[src/include/eps_pkg.sv]
// Purpose: Constants for the external program select block
// Assumes: 250 MHz mclk
// Notes: Times in their own unit, cycle counts derived from the clock rate
package eps_pkg;
    localparam int CLK_HZ = 250000000;
    localparam int PROG_COUNT = 64;
    localparam int PROG_W = 6;
    localparam int SEL_W = 4;
    localparam int EXT_PROG_MAX = 15;
    localparam int TAKE_HOLD_MS = 200;
    localparam longint TAKE_HOLD_CYC_L = (longint'(CLK_HZ) / 1000) * TAKE_HOLD_MS;
    localparam int TAKE_HOLD_CYC = int'(TAKE_HOLD_CYC_L);
    localparam int IDENT_W = 4;
    localparam logic [5:0] PROG_RESET = 6'h00;
    localparam logic [3:0] IDENT_RESET = 4'h0;
    localparam int STARTUP_SAMPLE_CYC = 4;
    // Program source encoding on the status output
    localparam logic [1:0] SRC_NONE = 2'h0;
    localparam logic [1:0] SRC_PINS = 2'h1;
    localparam logic [1:0] SRC_SW = 2'h2;
endpackage

[src/verilog/eps_external_program_select.sv]
// Purpose: Pin-level program selection and station identity capture
// Assumes: Strobe and select pins asynchronous to mclk; software port writes program numbers directly
// Notes: Register port holds the active program, pins select only 0 to 15
//
// Summary of operation
// The block holds one active program number out of sixty-four.
// The select pins reach only programs 0 to 15; higher ones come from software only.
// The four select pins form a binary number with weights 1, 2, 4 and 8.
// The controller sets the select pins before raising the take strobe.
// The controller holds the take strobe high for at least 200 ms.
// A valid take strobe latches the select pins as the active program.
// A pin program change is accepted at any time, in any operating phase.
// A strobe already high at power-up adopts the pin program at startup.
// The station identity 1 to 15 comes from four shared pins, high meaning set.
// Each shared pin is sampled once at switch-on; high pins are inputs, low ones outputs.
// Strobe and selects are resynchronised and the strobe must stay high 200 ms.
//
// Our own choices: the plain strobed port and the placing of the registers.
`timescale 1ns/1ps
module eps_external_program_select #(
    parameter int TAKE_HOLD_CYCLES = eps_pkg::TAKE_HOLD_CYC,
    parameter int STARTUP_CYCLES = eps_pkg::STARTUP_SAMPLE_CYC
) (
    input wire logic mclk,
    input wire logic rstn,
    input wire logic program_select_bit_w1,
    input wire logic program_select_bit_w2,
    input wire logic program_select_bit_w4,
    input wire logic program_select_bit_w8,
    input wire logic program_take_strobe,
    input wire logic [3:0] sharedPinIn,
    input wire logic [3:0] sharedOutData,
    output logic [3:0] sharedPinOut,
    output logic [3:0] sharedPinOe,
    input wire logic [7:0] regAddr,
    input wire logic [7:0] regWdata,
    input wire logic regWrite,
    input wire logic regRead,
    output logic [7:0] regRdata,
    output logic [5:0] activeProgram,
    output logic [1:0] programSource,
    output logic programChanged,
    output logic [3:0] fieldbus_station_identity,
    output logic startupDone
);
    // Register map of the software port
    localparam logic [7:0] ADDR_PROG = 8'h00;
    localparam logic [7:0] ADDR_STATUS = 8'h01;
    localparam logic [7:0] ADDR_IDENT = 8'h02;

    typedef enum logic [1:0] {
        EPS_BOOT,
        EPS_IDLE,
        EPS_HOLD,
        EPS_WAIT_LOW
    } eps_state_t;

    localparam int CNT_W = $clog2(TAKE_HOLD_CYCLES + 1);
    localparam int BOOT_W = $clog2(STARTUP_CYCLES + 1);

    eps_state_t state_q;
    logic [1:0] strobeSync_q;
    logic [3:0] selSync1_q;
    logic [3:0] selSync2_q;
    logic [CNT_W-1:0] holdCnt_q;
    logic [BOOT_W-1:0] bootCnt_q;
    logic [3:0] inputMask_q;
    logic pinTake;
    logic swTake;
    logic [5:0] swProg;

    // Two-flop synchronisers for strobe and selects
    always_ff @(posedge mclk or negedge rstn) begin
        if (!rstn) begin
            strobeSync_q <= 2'h0;
            selSync1_q <= 4'h0;
            selSync2_q <= 4'h0;
        end else begin
            strobeSync_q <= {strobeSync_q[0], program_take_strobe};
            selSync1_q <= {program_select_bit_w8, program_select_bit_w4,
                           program_select_bit_w2, program_select_bit_w1};
            selSync2_q <= selSync1_q;
        end
    end

    // Startup settling counter
    always_ff @(posedge mclk or negedge rstn) begin
        if (!rstn) begin
            bootCnt_q <= '0;
        end else if (state_q == EPS_BOOT) begin
            bootCnt_q <= bootCnt_q + BOOT_W'(1);
        end
    end

    // Strobe qualification state machine
    always_ff @(posedge mclk or negedge rstn) begin
        if (!rstn) begin
            state_q <= EPS_BOOT;
            holdCnt_q <= '0;
        end else begin
            unique case (state_q)
                EPS_BOOT: begin
                    if (bootCnt_q == BOOT_W'(STARTUP_CYCLES)) begin
                        // Strobe already high at startup takes pins now
                        state_q <= strobeSync_q[1] ? EPS_WAIT_LOW : EPS_IDLE;
                    end
                end
                EPS_IDLE: begin
                    holdCnt_q <= '0;
                    if (strobeSync_q[1]) begin
                        state_q <= EPS_HOLD;
                        holdCnt_q <= CNT_W'(1);
                    end
                end
                EPS_HOLD: begin
                    if (!strobeSync_q[1]) begin
                        state_q <= EPS_IDLE;
                    end else if (holdCnt_q >= CNT_W'(TAKE_HOLD_CYCLES)) begin
                        state_q <= EPS_WAIT_LOW;
                    end else begin
                        holdCnt_q <= holdCnt_q + CNT_W'(1);
                    end
                end
                EPS_WAIT_LOW: begin
                    // One take per strobe pulse
                    if (!strobeSync_q[1]) begin
                        state_q <= EPS_IDLE;
                    end
                end
            endcase
        end
    end

    // Take events
    assign pinTake = ((state_q == EPS_HOLD) && strobeSync_q[1]
                      && (holdCnt_q >= CNT_W'(TAKE_HOLD_CYCLES)))
                     || ((state_q == EPS_BOOT) && (bootCnt_q == BOOT_W'(STARTUP_CYCLES))
                         && strobeSync_q[1]);
    assign swTake = regWrite && (regAddr == ADDR_PROG);
    assign swProg = regWdata[5:0];

    // Active program store, pins win over a same-cycle software write
    always_ff @(posedge mclk or negedge rstn) begin
        if (!rstn) begin
            activeProgram <= eps_pkg::PROG_RESET;
            programSource <= eps_pkg::SRC_NONE;
            programChanged <= 1'b0;
        end else begin
            programChanged <= pinTake || swTake;
            if (pinTake) begin
                activeProgram <= {2'h0, selSync2_q};
                programSource <= eps_pkg::SRC_PINS;
            end else if (swTake) begin
                activeProgram <= swProg;
                programSource <= eps_pkg::SRC_SW;
            end
        end
    end

    // Shared pin sampling once at switch-on
    always_ff @(posedge mclk or negedge rstn) begin
        if (!rstn) begin
            inputMask_q <= 4'h0;
            fieldbus_station_identity <= eps_pkg::IDENT_RESET;
            startupDone <= 1'b0;
        end else if (!startupDone && (bootCnt_q == BOOT_W'(STARTUP_CYCLES))) begin
            inputMask_q <= sharedPinIn;
            fieldbus_station_identity <= sharedPinIn;
            startupDone <= 1'b1;
        end
    end

    // Low pins become outputs after startup
    always_ff @(posedge mclk or negedge rstn) begin
        if (!rstn) begin
            sharedPinOe <= 4'h0;
            sharedPinOut <= 4'h0;
        end else begin
            sharedPinOe <= startupDone ? ~inputMask_q : 4'h0;
            sharedPinOut <= startupDone ? (sharedOutData & ~inputMask_q) : 4'h0;
        end
    end

    // Read data one cycle after the read strobe
    always_ff @(posedge mclk or negedge rstn) begin
        if (!rstn) begin
            regRdata <= 8'h00;
        end else if (regRead) begin
            unique case (regAddr)
                ADDR_PROG: regRdata <= {2'h0, activeProgram};
                ADDR_STATUS: regRdata <= {3'h0, startupDone, strobeSync_q[1],
                                          (state_q == EPS_HOLD), programSource};
                ADDR_IDENT: regRdata <= {inputMask_q, fieldbus_station_identity};
                default: regRdata <= 8'h00;
            endcase
        end else begin
            regRdata <= 8'h00;
        end
    end
endmodule

[config.mk]
export PLATFORM = sky130hd
export DESIGN_NAME = eps_external_program_select
export DESIGN_NICKNAME = d
export VERILOG_FILES = /design/src/include/eps_pkg.sv /design/src/verilog/eps_external_program_select.sv
export SDC_FILE = /design/constraint.sdc
export NUM_CORES = 1
export LEC_CHECK = 0
export BUFFER_PORTS_ARGS = -buffer_cell sky130_fd_sc_hd__buf_2
export CAP_MARGIN = 40
export CORE_MARGIN = 2
export CORE_UTILIZATION = 29
export CTS_BUF_LIST = sky130_fd_sc_hd__clkbuf_4 sky130_fd_sc_hd__clkbuf_8
export CTS_CLUSTER_DIAMETER = 30
export DETAILED_ROUTE_END_ITERATION = 10
export REMOVE_ABC_BUFFERS = 1
export SLEW_MARGIN = 0
export SYNTH_ARGS = -nofsm -noshare
export SYNTH_HDL_FRONTEND = slang
export SYNTH_SLANG_ARGS = --single-unit
[constraint.sdc]
create_clock -name mclk -period 2.5 [get_ports mclk]
set_input_delay 0.125 -clock mclk [delete_from_list [all_inputs] [get_ports mclk]]
set_output_delay 0.125 -clock mclk [all_outputs]
set_load 0.05 [all_outputs]
* Yosys cells after proc, flatten, opt, wreduce, memory -nomap -nowiden
Cells that the tools add are included.
** Storage, ports and cells
- Word-level logic and storage cells :: 65
- Memories :: 0
- Bits in latches :: 0
- Flip-flop bits (word level) :: 71
- Bits in writable memories :: 0
- Bits in read-only memories :: 0
** Cells by class
- Reductions and logical operators :: 15
- Eq/ne operators :: 12
- Add/sub/neg operators :: 2
- Muxes and demuxes :: 19
- Shift-type cells :: 0
- Multipliers :: 0
- Div/mod/pow operators :: 0
- $lt $le $gt $ge :: 1
- Bitwise operators :: 2
** Operators with widths (number)
- $mux W26 :: 2
- $pmux W26 S2 :: 1
- $add A26 B1 Y26 const B :: 1
- $ge A26 B26 Y1 const B :: 1
- $pmux W8 S3 :: 1
- $mux W2 :: 8
- $mux W6 :: 2
- $ne A2 B2 Y1 const B :: 5
- $eq A8 B1 Y1 const B :: 1
- $eq A8 B2 Y1 const B :: 1
- $logic_not A8 Y1 :: 1
- $mux W4 :: 2
- $mux W8 :: 1
- $pmux W2 S4 :: 1
- $logic_and A1 B1 Y1 :: 6
- $and A4 B4 Y4 :: 1
- $eq A2 B2 Y1 const B :: 2
- $not A4 Y4 :: 1
- $reduce_and A4 Y1 :: 1
- $reduce_bool A2 Y1 :: 2
- $add A3 B1 Y3 const B :: 1
- $eq A3 B3 Y1 const B :: 1
- $ne A3 B3 Y1 const B :: 1
- $reduce_and A3 Y1 :: 1
- other kinds (5) :: 6

* Logic depth before layout (Yosys ltp)
Gate-level depths: netlist (run 1).
- Word-level depth :: 5
- Gate-level depth with buffers :: 8

* Worst setup path before layout (run 1)
No wires, ideal clock.
- Path type :: flip-flop to flip-flop
- Start point :: reg holdCnt_q[11]
- End point :: reg activeProgram[0]
- Arrival time :: 1.861 ns
- Path slack :: 0.514 ns
- Stages on the path, launching flop included :: 7
- Path buffers :: 1
- Data required time :: 2.375 ns
- Period minus slack after synthesis :: 1.986 ns
- Cell sequence :: dfrtp_1 > buf_2 > nor4_1 > a211oi_1 > o21ai_2 > a211oi_4 > mux2_2
** On the way
- Longest elaborated chain between the ends :: 4
** Ends and longest elaborated chain
- from (decl) :: RTL line eps_external_program_select.sv:65 : logic [CNT_W-1:0] holdCnt_q;
- from (signal assigned) :: RTL line eps_external_program_select.sv:121 : holdCnt_q <= holdCnt_q + CNT_W'(1);
- $ge A26 B26 Y1 (*) :: RTL line eps_external_program_select.sv:136 : && (holdCnt_q >= CNT_W'(TAKE_HOLD_CYCLES)))
- $logic_and A1 B1 Y1 (*) :: RTL line eps_external_program_select.sv:136
- $logic_or A1 B1 Y1 (*) :: RTL line eps_external_program_select.sv:137 : || ((state_q == EPS_BOOT) && (bootCnt_q == BOOT_W'(STARTUP_CYCLES))
- $mux W6 or $reduce_bool A2 Y1 (tied branches)
- to (signal assigned) :: RTL line eps_external_program_select.sv:145 : activeProgram <= eps_pkg::PROG_RESET;
- to (signal assigned) :: RTL line eps_external_program_select.sv:151 : activeProgram <= {2'h0, selSync2_q};
- to (signal assigned) :: RTL line eps_external_program_select.sv:154 : activeProgram <= swProg;
- to (decl) :: RTL line eps_external_program_select.sv:40 : output logic [5:0] activeProgram,
Mark *: on every way between the ends. The rest lies on a longest branch, timed or not.
A chain may end at the register's enable or synchronous reset.

* Worst setup path after layout (run 1)
- Start point :: reg holdCnt_q[24]
- End point :: reg holdCnt_q[9]
** On the way
- Longest elaborated chain between the ends :: 3
** Ends and longest elaborated chain
- $ge A26 B26 Y1 :: RTL line eps_external_program_select.sv:118 : end else if (holdCnt_q >= CNT_W'(TAKE_HOLD_CYCLES)) begin
- $ne A2 B2 Y1 (no line)
- $reduce_and A3 Y1 (no line)
Every way passes these cells.

==> results of run 1 <==
[layout make-up]
cell class	count	share of cell area, %
Clock inverter	5	1.980
Tap cell	140	4.199
Sequential cell	71	42.59
Multi-Input combinational cell	212	33.80
Inverter	8	0.7199
Timing Repair Buffer	85	13.38
Clock buffer	11	3.329
[power breakdown]
part	switching, W	internal (W)	total, W	leakage, nW
logic	0.000541	0.000277	0.000818	0.873
registers	0.0000918	0.00127	0.00136	0.913
clock network	0.000436	0.000586	0.00102	0.114
[metrics by stage]
step	cells	worst slack, ns	total power, W
after floorplan	291	0.3973	0.001924
after global placement	502	0.3730	0.002173
after detailed placement	503	0.3379	0.002197
after CTS	530	0.3257	0.003243
after global routing	532	0.1885	0.003380
final	532	0.3388	0.003203
[metal layers]
layer  vias up  global-route usage, %
met5         -                      0
met4         0                  4.583
met3         9                  3.335
met2        26                  19.67
met1      1290                  16.85
li1       1293                      -
[flip-flops by register name, indices dropped and copies added, names as in the netlist]
register        count
programSource       2
sharedPinOe         4
selSync1_q          4
bootCnt_q           3
activeProgram       6
sharedPinOut        4
programChanged      1
holdCnt_q          26
regRdata            8
state_q             2
strobeSync_q        2
selSync2_q          4
startupDone         1
inputMask_q         4
[layout by cell type, fill, tap and decap left out, types with 4 or more instances in the layout]
| cell type | netlist | final |
|---|---|---|
| buf_4 | 1 | 9 |
| or3_1 | 5 | 5 |
| nor2_1 | 25 | 25 |
| nand4_1 | 11 | 11 |
| nor2b_1 | 5 | 5 |
| and3_1 | 5 | 5 |
| a21oi_1 | 22 | 22 |
| mux2_2 | 12 | 12 |
| o21ai_0 | 7 | 7 |
| buf_2 | 8 | 60 |
| o31ai_1 | 11 | 11 |
| ha_1 | 4 | 4 |
| and4_1 | 4 | 4 |
| clkbuf_8 | 0 | 9 |
| nand2_1 | 19 | 19 |
| dfrtp_1 | 71 | 71 |
| inv_1 | 8 | 8 |
| nand3_1 | 7 | 7 |
| dlygate4sd3_1 | 0 | 13 |
| mux2i_1 | 11 | 11 |
| or4_1 | 15 | 15 |
| and2_1 | 8 | 8 |
[path summary, 6_finish.rpt]
| check | to | cells after the start | slack, ns | start |
|---|---|---|---|---|
| worst max register to register | holdCnt_q[9] | 6 | 0.34 | holdCnt_q[24] |
| min in group asynchronous | selSync1_q[1] | 2 | 0.13 | rstn |
| worst min-delay path | inputMask_q[2] | 2 | 0.03 | sharedPinIn[2] |
| worst max-delay path | holdCnt_q[9] | 6 | 0.34 | holdCnt_q[24] |
| worst min register to register | selSync2_q[3] | 0 | 0.35 | selSync1_q[3] |
| max in group asynchronous | holdCnt_q[10] | 4 | 1.76 | rstn |
[logic make-up (layout without fill, tap and decap cells)]
kind of cell	count (synthesis)	count (layout)	synth area share, %
AND/OR/NAND/NOR	122	122	21.00
flip-flops	71	71	53.73
AO/OA/AOI/OAI	61	61	12.18
buffers and inverters	26	109	3.632
multiplexers	23	23	7.416
adder cells (fa/ha/maj)	4	4	1.513
XOR/XNOR	2	2	0.5298
[timing repair]
action	4_1_cts	5_1_grt
endpoints found under the hold margin	48	2
setup buffers	0	0
hold buffers	11	2
==> flow_summary.toml, run 1 <==
[cts]
cts_inserted_buffers = 9
clk_pin_slew_ns = 0.08
cts-resized-gates = 0
clock_tree.root_cell = "clkbuf_8"
clockBufferDepth = 2
clk_latency_ns = 0.34
cts_tree = "done"
htree_num_levels = 3
cts.sinks = 71

[place]
gp_congestion = 0.8008
place_area_um2 = 3820
portBuffers = 60
dp_hpwl_um = 5086

[logic_synthesis]
synth_top_area_share_pct = 53.73
ys_seq_elements = 71
avgSynthCellArea_um2 = 10.70
seq_area_frac_synth_pct = 53.73
synth_edf_count = 0
ys_top_cells_by_count = "dfrtp_1, nor2_1, a21oi_1, nand2_1, or4_1"
synthFlopType = "dfrtp_1"
synthTopCellsByArea = "dfrtp_1, mux2_2, or4_1, a21oi_1, mux2i_1"
syn_area_um2 = 3307
synthDistinctLibCells = 50
postSynthCellCount = 309
yosys_warnings = 0
async_flop_share_pct = 100.0
synth_most_common_cell = "dfrtp_1"
yosys.area.top_type = "dfrtp_1"

[drt]
ant_nets = 0
wl_met3_um = 171
highest_layer = "met4"
dr.pass1.iters = 4
met1_length_um = 3357
drc_errors = 0
drtIter0Drc = 92
met2WireLength_um = 3557
vias_per_cell = 4.921
routedWlPerCell_um = 13.52
num_vias = 2618
routed_wl_um = 7194

[cells_and_area]
multi_input_area_um2 = 1410
register_area_um2 = 1777
num-fill-cells = 1077
fin_area_um2 = 4172
post_route_cells_drive_above_1_share_pct = 28.32
fin_util_pct = 37.98
antenna_cells = 0
synthToLayoutAreaGrowth_pct = 26.14
layout.nets = 424

[job]
maxCapViolCount = 0

[global_route]
grt_max_degree = 38
overflow = 0
track_usage_pct = 12.60
grt_first_pass_wirelength_um = 12650
antenna_found_initial = 0
first_global_vias = 2582

[sta]
clock_skew_ns = 0.009232
slew_headroom_pct = 53.82
hold_violations = 0
setup_violations = 0
fmax_ghz = 0.4627
rsz0062_at_grt = "no"
finalCritPeriodShare_pct = 86.45
finalCriticalPeriod_ns = 2.161
timing.hold.ws_ns = 0.02707
maxSlewViolCount = 0
tightest_slew_ns = 0.6901
setup_tns_ns = 0

[outcome]
outcome = "completed"

[setup_path]
arrival_ns = 2.42
crit_chain = "and2_1 -> or2_2 -> o21a_1 -> buf_12 -> or4_1 -> a21oi_1"
end_kind = "flip-flop"
critPathMaxFanout = 32
crit_buf_inv = 1
critical_path_class = "flip-flop to flip-flop"
start_kind = "flip-flop"
path_delay_family = "simple AND/OR/NAND/NOR gates"
critPathRequiredTime_ns = 2.76
crit_path_top_delay_cell = "or4_1"
slowest_delay_ns = 0.51

[pwr]
power.leakage_nw = 1.901
power_density_nw_per_um2 = 767.8
ir_worst_vdd_v = 0.0003086

[die]
io_pins = 63
core_area_um2 = 10980
dieHeight_um = 110.8
dieArea_um2 = 12270
initial_core_util_pct = 30.11
chipWidth_um = 110.8
num_rows = 38

[worst_hold_path]
hp-class = "input pin to flip-flop"
Note: power is estimated with default switching activity, not from simulation.
==> inputs of run 2 (changes only) <==
- CORE_UTILIZATION: 29 -> 40
==> flow_summary.toml, run 2 (synthesis gave the netlist of run 1 again) <==
[outcome]
outcome = "completed"

[sta]
clock_skew_ns = 0.01100
setup_tns_ns = 0
hold_violations = 0
finalCritPeriodShare_pct = 86.47
setup_violations = 0
slew_headroom_pct = 58.89
tightest_slew_ns = 0.6166
maxSlewViolCount = 0
fmax_ghz = 0.4626
finalCriticalPeriod_ns = 2.162
rsz0062_at_grt = "no"

[setup_path]
critical_path_class = "flip-flop to flip-flop"
worst_r2r_path_depth = 6
crit_buf_inv = 1
slowest_delay_ns = 0.46
r2r-start = "holdCnt_q[12]"
r2r-end = "activeProgram[2]"
path_delay_family = "compound AO/OA/AOI/OAI gates"
rrSetupSlack_ns = 0.34
end_kind = "flip-flop"
crit_path_top_delay_cell = "a211oi_4"
crit_chain = "a41oi_1 -> a211oi_1 -> buf_4 -> o21ai_2 -> a211oi_4 -> mux2_2"
arrival_ns = 2.39
critPathMaxFanout = 7
critPathRequiredTime_ns = 2.73
start_kind = "flip-flop"

[place]
gp_congestion = 0.7873
portBuffers = 60
dp_hpwl_um = 5126

[pwr]
internal-power_w = 0.001915
pwr-share-seq_pct = 45.3
power.leakage_nw = 1.853
p_comb_share_pct = 25.7
p_switching_w = 0.001128
swShare_pct = 37.08
ir_worst_vdd_v = 0.0004140
clock_power_share_pct = 29.0
power_density_nw_per_um2 = 755.5
power_w = 0.003044

[cts]
cts_setup_buffers = 0
clk_pin_slew_ns = 0.09
cts_tree = "done"
clock_tree.root_cell = "clkbuf_8"
cts.sinks = 71
clk_latency_ns = 0.35
clockBufferDepth = 2
htree_num_levels = 3
cts_inserted_buffers = 9

[cells_and_area]
final_common_cell = "dfrtp_1"
layout_common_cells = "dfrtp_1, buf_2, nor2_1"
antenna_cells = 0
layout.nets = 421
reg_top3 = "holdCnt_q (26), regRdata (8), activeProgram (6)"
post_route_cells_drive_above_1_share_pct = 28.28
fin_util_pct = 49.53
synthToLayoutAreaGrowth_pct = 21.83
num-fill-cells = 747
top_register = "holdCnt_q"
largest_reg_flops = 26

[die]
chipWidth_um = 94.93
io_pins = 63
core_area_um2 = 8134
dieArea_um2 = 9011
initial_core_util_pct = 40.66
num_rows = 33
dieHeight_um = 94.93

[drt]
dr.pass1.iters = 4
drc_errors = 0
ant_nets = 0
num_vias = 2611
vias_per_cell = 5.285
drtIter0Drc = 114
routed_wl_um = 7308
routedWlPerCell_um = 14.79

[global_route]
grt_first_pass_wirelength_um = 12340
grt_max_degree = 28
overflow = 0
track_usage_pct = 17.86
antenna_found_initial = 0
first_global_vias = 2538

[worst_hold_path]
hold_end = "inputMask_q[1]"
hold_path_depth = 2
hold_start = "sharedPinIn[1]"
hp-class = "input pin to flip-flop"

[job]
maxCapViolCount = 0
==> run 2: cell count changes in the layout (fill, tap and decap cells not counted), sizes merged <==
cell | before | now
clkinvlp | 0 | 2
dlygate4sd3 | 13 | 11
clkinv | 3 | 0
inv | 8 | 13
clkbuf | 11 | 9
buf | 72 | 71
bufinv | 2 | 0
==> run 2: what timing repair did <==
action	4_1_cts	5_1_grt
hold buffers	11	0
hold endpoints to repair	35	0
gates resized for setup	0	0
==> run 2: per-layer routing <==
metal / wire [um] / part of all wire (%) / vias up / global-route usage [%]
met5: 0 / 0 / - / 0
met4: 136 / 1.9 / 0 / 8.333
met3: 213 / 2.9 / 10 / 3.432
met2: 3494 / 48 / 38 / 26.77
met1: 3463 / 47 / 1291 / 25.01
li1: - / - / 1272 / -
==> run 2: power groups by stage <==
stage	Sequential [W]	Clock, W	Combinational (W)
3_3_place_gp	0.00139	0	0.000766
5_1_grt	0.00140	0.000957	0.000854
4_1_cts	0.00138	0.000908	0.000792
6_report	0.00138	0.000884	0.000782
2_1_floorplan	0.00160	0	0.000325
3_5_place_dp	0.00140	0	0.000780
==> run 2: final cells by class <==
cell class / instances / area [um^2] / area share (%)
timing repair buffer: 82 / 493.0 / 12.24
tap: 105 / 131.4 / 3.261
inverter: 8 / 30.03 / 0.7453
sequential: 71 / 1777 / 44.10
clock inverter: 7 / 63.81 / 1.584
clock buffer: 9 / 123.9 / 3.075
multi-input combinational: 212 / 1410 / 35.00
==> run 2: metrics by stage <==
step | cells | hold WS [ns] | cell area, um^2 | setup WS, ns
floorplan | 291 | -0.1706 | 3217 | 0.3973
global placement | 467 | 0.1714 | 3731 | 0.3757
detailed placement | 467 | 0.1799 | 3731 | 0.3483
CTS | 494 | 0.0008391 | 4029 | 0.3167
global route | 494 | 0.005477 | 4029 | 0.1905
finish | 494 | 0.01160 | 4029 | 0.3382
==> run 2: how the worst max path moves through the flow <==
stage / startpoint / depth (start not counted) / to / slack, ns
finish: holdCnt_q[12] / 6 / activeProgram[2] / 0.34
CTS: holdCnt_q[12] / 6 / activeProgram[2] / 0.32
floorplan: holdCnt_q[11] / 5 / holdCnt_q[13] / 0.40
global placement: holdCnt_q[12] / 6 / activeProgram[1] / 0.38
global route: holdCnt_q[12] / 6 / activeProgram[2] / 0.19
detailed placement: holdCnt_q[12] / 6 / activeProgram[2] / 0.35
==> inputs of run 3 (changes only) <==
- ABC_CLOCK_PERIOD_IN_PS: default -> 2500
- GPL_TIMING_DRIVEN: default -> 0
==> flow_summary.toml, run 3 (synthesis gave the netlist of run 1 again) <==
[drt]
vias_per_cell = 5.192
routed_wl_um = 6985
routedWlPerCell_um = 14.26
drc_errors = 0
ant_nets = 0
num_vias = 2544
drtIter0Drc = 123
dr.pass1.iters = 4

[pwr]
power_density_nw_per_um2 = 763.9
power.leakage_nw = 1.846
power_w = 0.003101
pwr-share-seq_pct = 44.6
p_comb_share_pct = 25.0
p_switching_w = 0.001097
clock_power_share_pct = 30.4
swShare_pct = 35.36
internal-power_w = 0.002004
ir_worst_vdd_v = 0.0003982

[job]
maxCapViolCount = 0

[cells_and_area]
synthToLayoutAreaGrowth_pct = 22.74
layout.nets = 417
top_register = "holdCnt_q"
antenna_cells = 0
largest_reg_flops = 26
reg_top3 = "holdCnt_q (26), regRdata (8), activeProgram (6)"
post_route_cells_drive_above_1_share_pct = 27.79
num-fill-cells = 734
fin_area_um2 = 4059
final_common_cell = "dfrtp_1"
layout_common_cells = "dfrtp_1, buf_2, nor2_1"

[global_route]
gr-usage-met2_pct = 25.06
met1_usage_pct = 23.82
grt_first_pass_wirelength_um = 11590
grt-busiest-layer = "met2"
grt_max_degree = 57
antenna_found_initial = 0
first_global_vias = 2304
use_met3_pct = 3.432
track_usage_pct = 16.78
overflow = 0

[die]
chipWidth_um = 94.93
dieArea_um2 = 9011
num_rows = 33
dieHeight_um = 94.93
io_pins = 63
initial_core_util_pct = 40.66
core_area_um2 = 8134

[sta]
maxSlewViolCount = 0
rsz0062_at_grt = "no"
slew_headroom_pct = 45.22
setup_violations = 0
tightest_slew_ns = 0.8187
timing.hold.ws_ns = 0.02005
hold_violations = 0
finalCriticalPeriod_ns = 2.307
fmax_ghz = 0.4335
clock_skew_ns = 0.003808
finalCritPeriodShare_pct = 92.28

[setup_path]
r2r-start = "holdCnt_q[11]"
slowest_delay_ns = 0.50
rrSetupSlack_ns = 0.19
crit_path_top_delay_cell = "or4_1"
end_kind = "flip-flop"
critPathRequiredTime_ns = 2.78
crit_chain = "nor4_1 -> a211oi_2 -> o21a_2 -> buf_8 -> or4_1 -> a21oi_1"
worst_r2r_path_depth = 6
critPathMaxFanout = 22
critPathLaunch = "holdCnt_q[11]"
start_kind = "flip-flop"
r2r-end = "holdCnt_q[13]"
critical_path_class = "flip-flop to flip-flop"
critPathCapture = "holdCnt_q[13]"
arrival_ns = 2.58

[outcome]
outcome = "completed"

[cts]
clk_pin_slew_ns = 0.08
clk_latency_ns = 0.35
clock_tree.root_cell = "clkbuf_8"
cts_tree = "done"
cts_inserted_buffers = 9
cts.sinks = 71
clockBufferDepth = 2
htree_num_levels = 3

[place]
portBuffers = 60
dp_hpwl_um = 4813
gp_congestion = 0.7585
place_area_um2 = 3705

[worst_hold_path]
hp-class = "input pin to flip-flop"
run 3: cell count changes in the layout (fill, tap and decap cells not counted), sizes merged:
cell,before,now
buf,71,66
bufinv,0,1
clkinv,0,1
clkinvlp,2,3
dlygate4sd3,11,12
inv,13,10
run 3: final cells by class:
class                           instances  area (um^2)  share of cell area (%)
Sequential cell                        71         1777                   43.77
Tap cell                              105        131.4                   3.237
Clock buffer                            9        123.9                   3.052
Clock inverter                          7        81.33                   2.004
Inverter                                8        30.03                  0.7398
Timing Repair Buffer                   78        499.2                   12.30
Multi-Input combinational cell        212         1416                   34.90
run 3: layer usage:
layer / wire [um] / share of wire (%)
met5: 0 / 0
met3: 310 / 4.4
met2: 3333 / 48
met4: 43 / 0.62
met1: 3298 / 47
run 3: what timing repair did:
item,in CTS,in global routing
pin swaps,1,0
buffers inserted,3,0
hold buffers,11,1
endpoints found under the hold margin,81,1
gates resized for setup,0,2
setup endpoints to repair,1,11
run 3: power groups by stage:
stage	registers (W)	logic [W]	clock network, W
floorplan	0.00160	0.000325	0
global placement	0.00140	0.000735	0
detailed placement	0.00141	0.000771	0
CTS	0.00139	0.000786	0.000973
global route	0.00141	0.000842	0.00102
finish	0.00138	0.000776	0.000941
run 3: how the worst min path moves through the flow:
stage,start,to,slack [ns],cells after the start
2_1_floorplan,rstn,activeProgram[0],-0.17,0
3_3_place_gp,program_take_strobe,strobeSync_q[0],0.23,1
3_5_place_dp,rstn,holdCnt_q[15],0.01,1
4_1_cts,sharedPinIn[0],inputMask_q[0],0.0002,2
5_1_grt,sharedPinIn[2],inputMask_q[2],0.005,2
6_report,sharedPinIn[2],inputMask_q[2],0.02,2
run 3: per-stage QoR:
stage	instances	worst slack [ns]	utilization, %	TNS [ns]
after floorplan	291	0.3973	-	0
after CTS	489	0.09746	49.70	0
final	490	0.1929	49.90	0
after global routing	490	0.05035	49.90	0
after global placement	456	-0.04714	44.85	-0.04829
after detailed placement	459	-0.1102	45.55	-0.1102
run 3: critical path, delay by kind of cell, from the launching register on:
family / cells / cell delay (ns)
compound gates: 3 / 0.66
flops: 1 / 0.48
simple gates: 2 / 0.89
buf+inv: 1 / 0.20
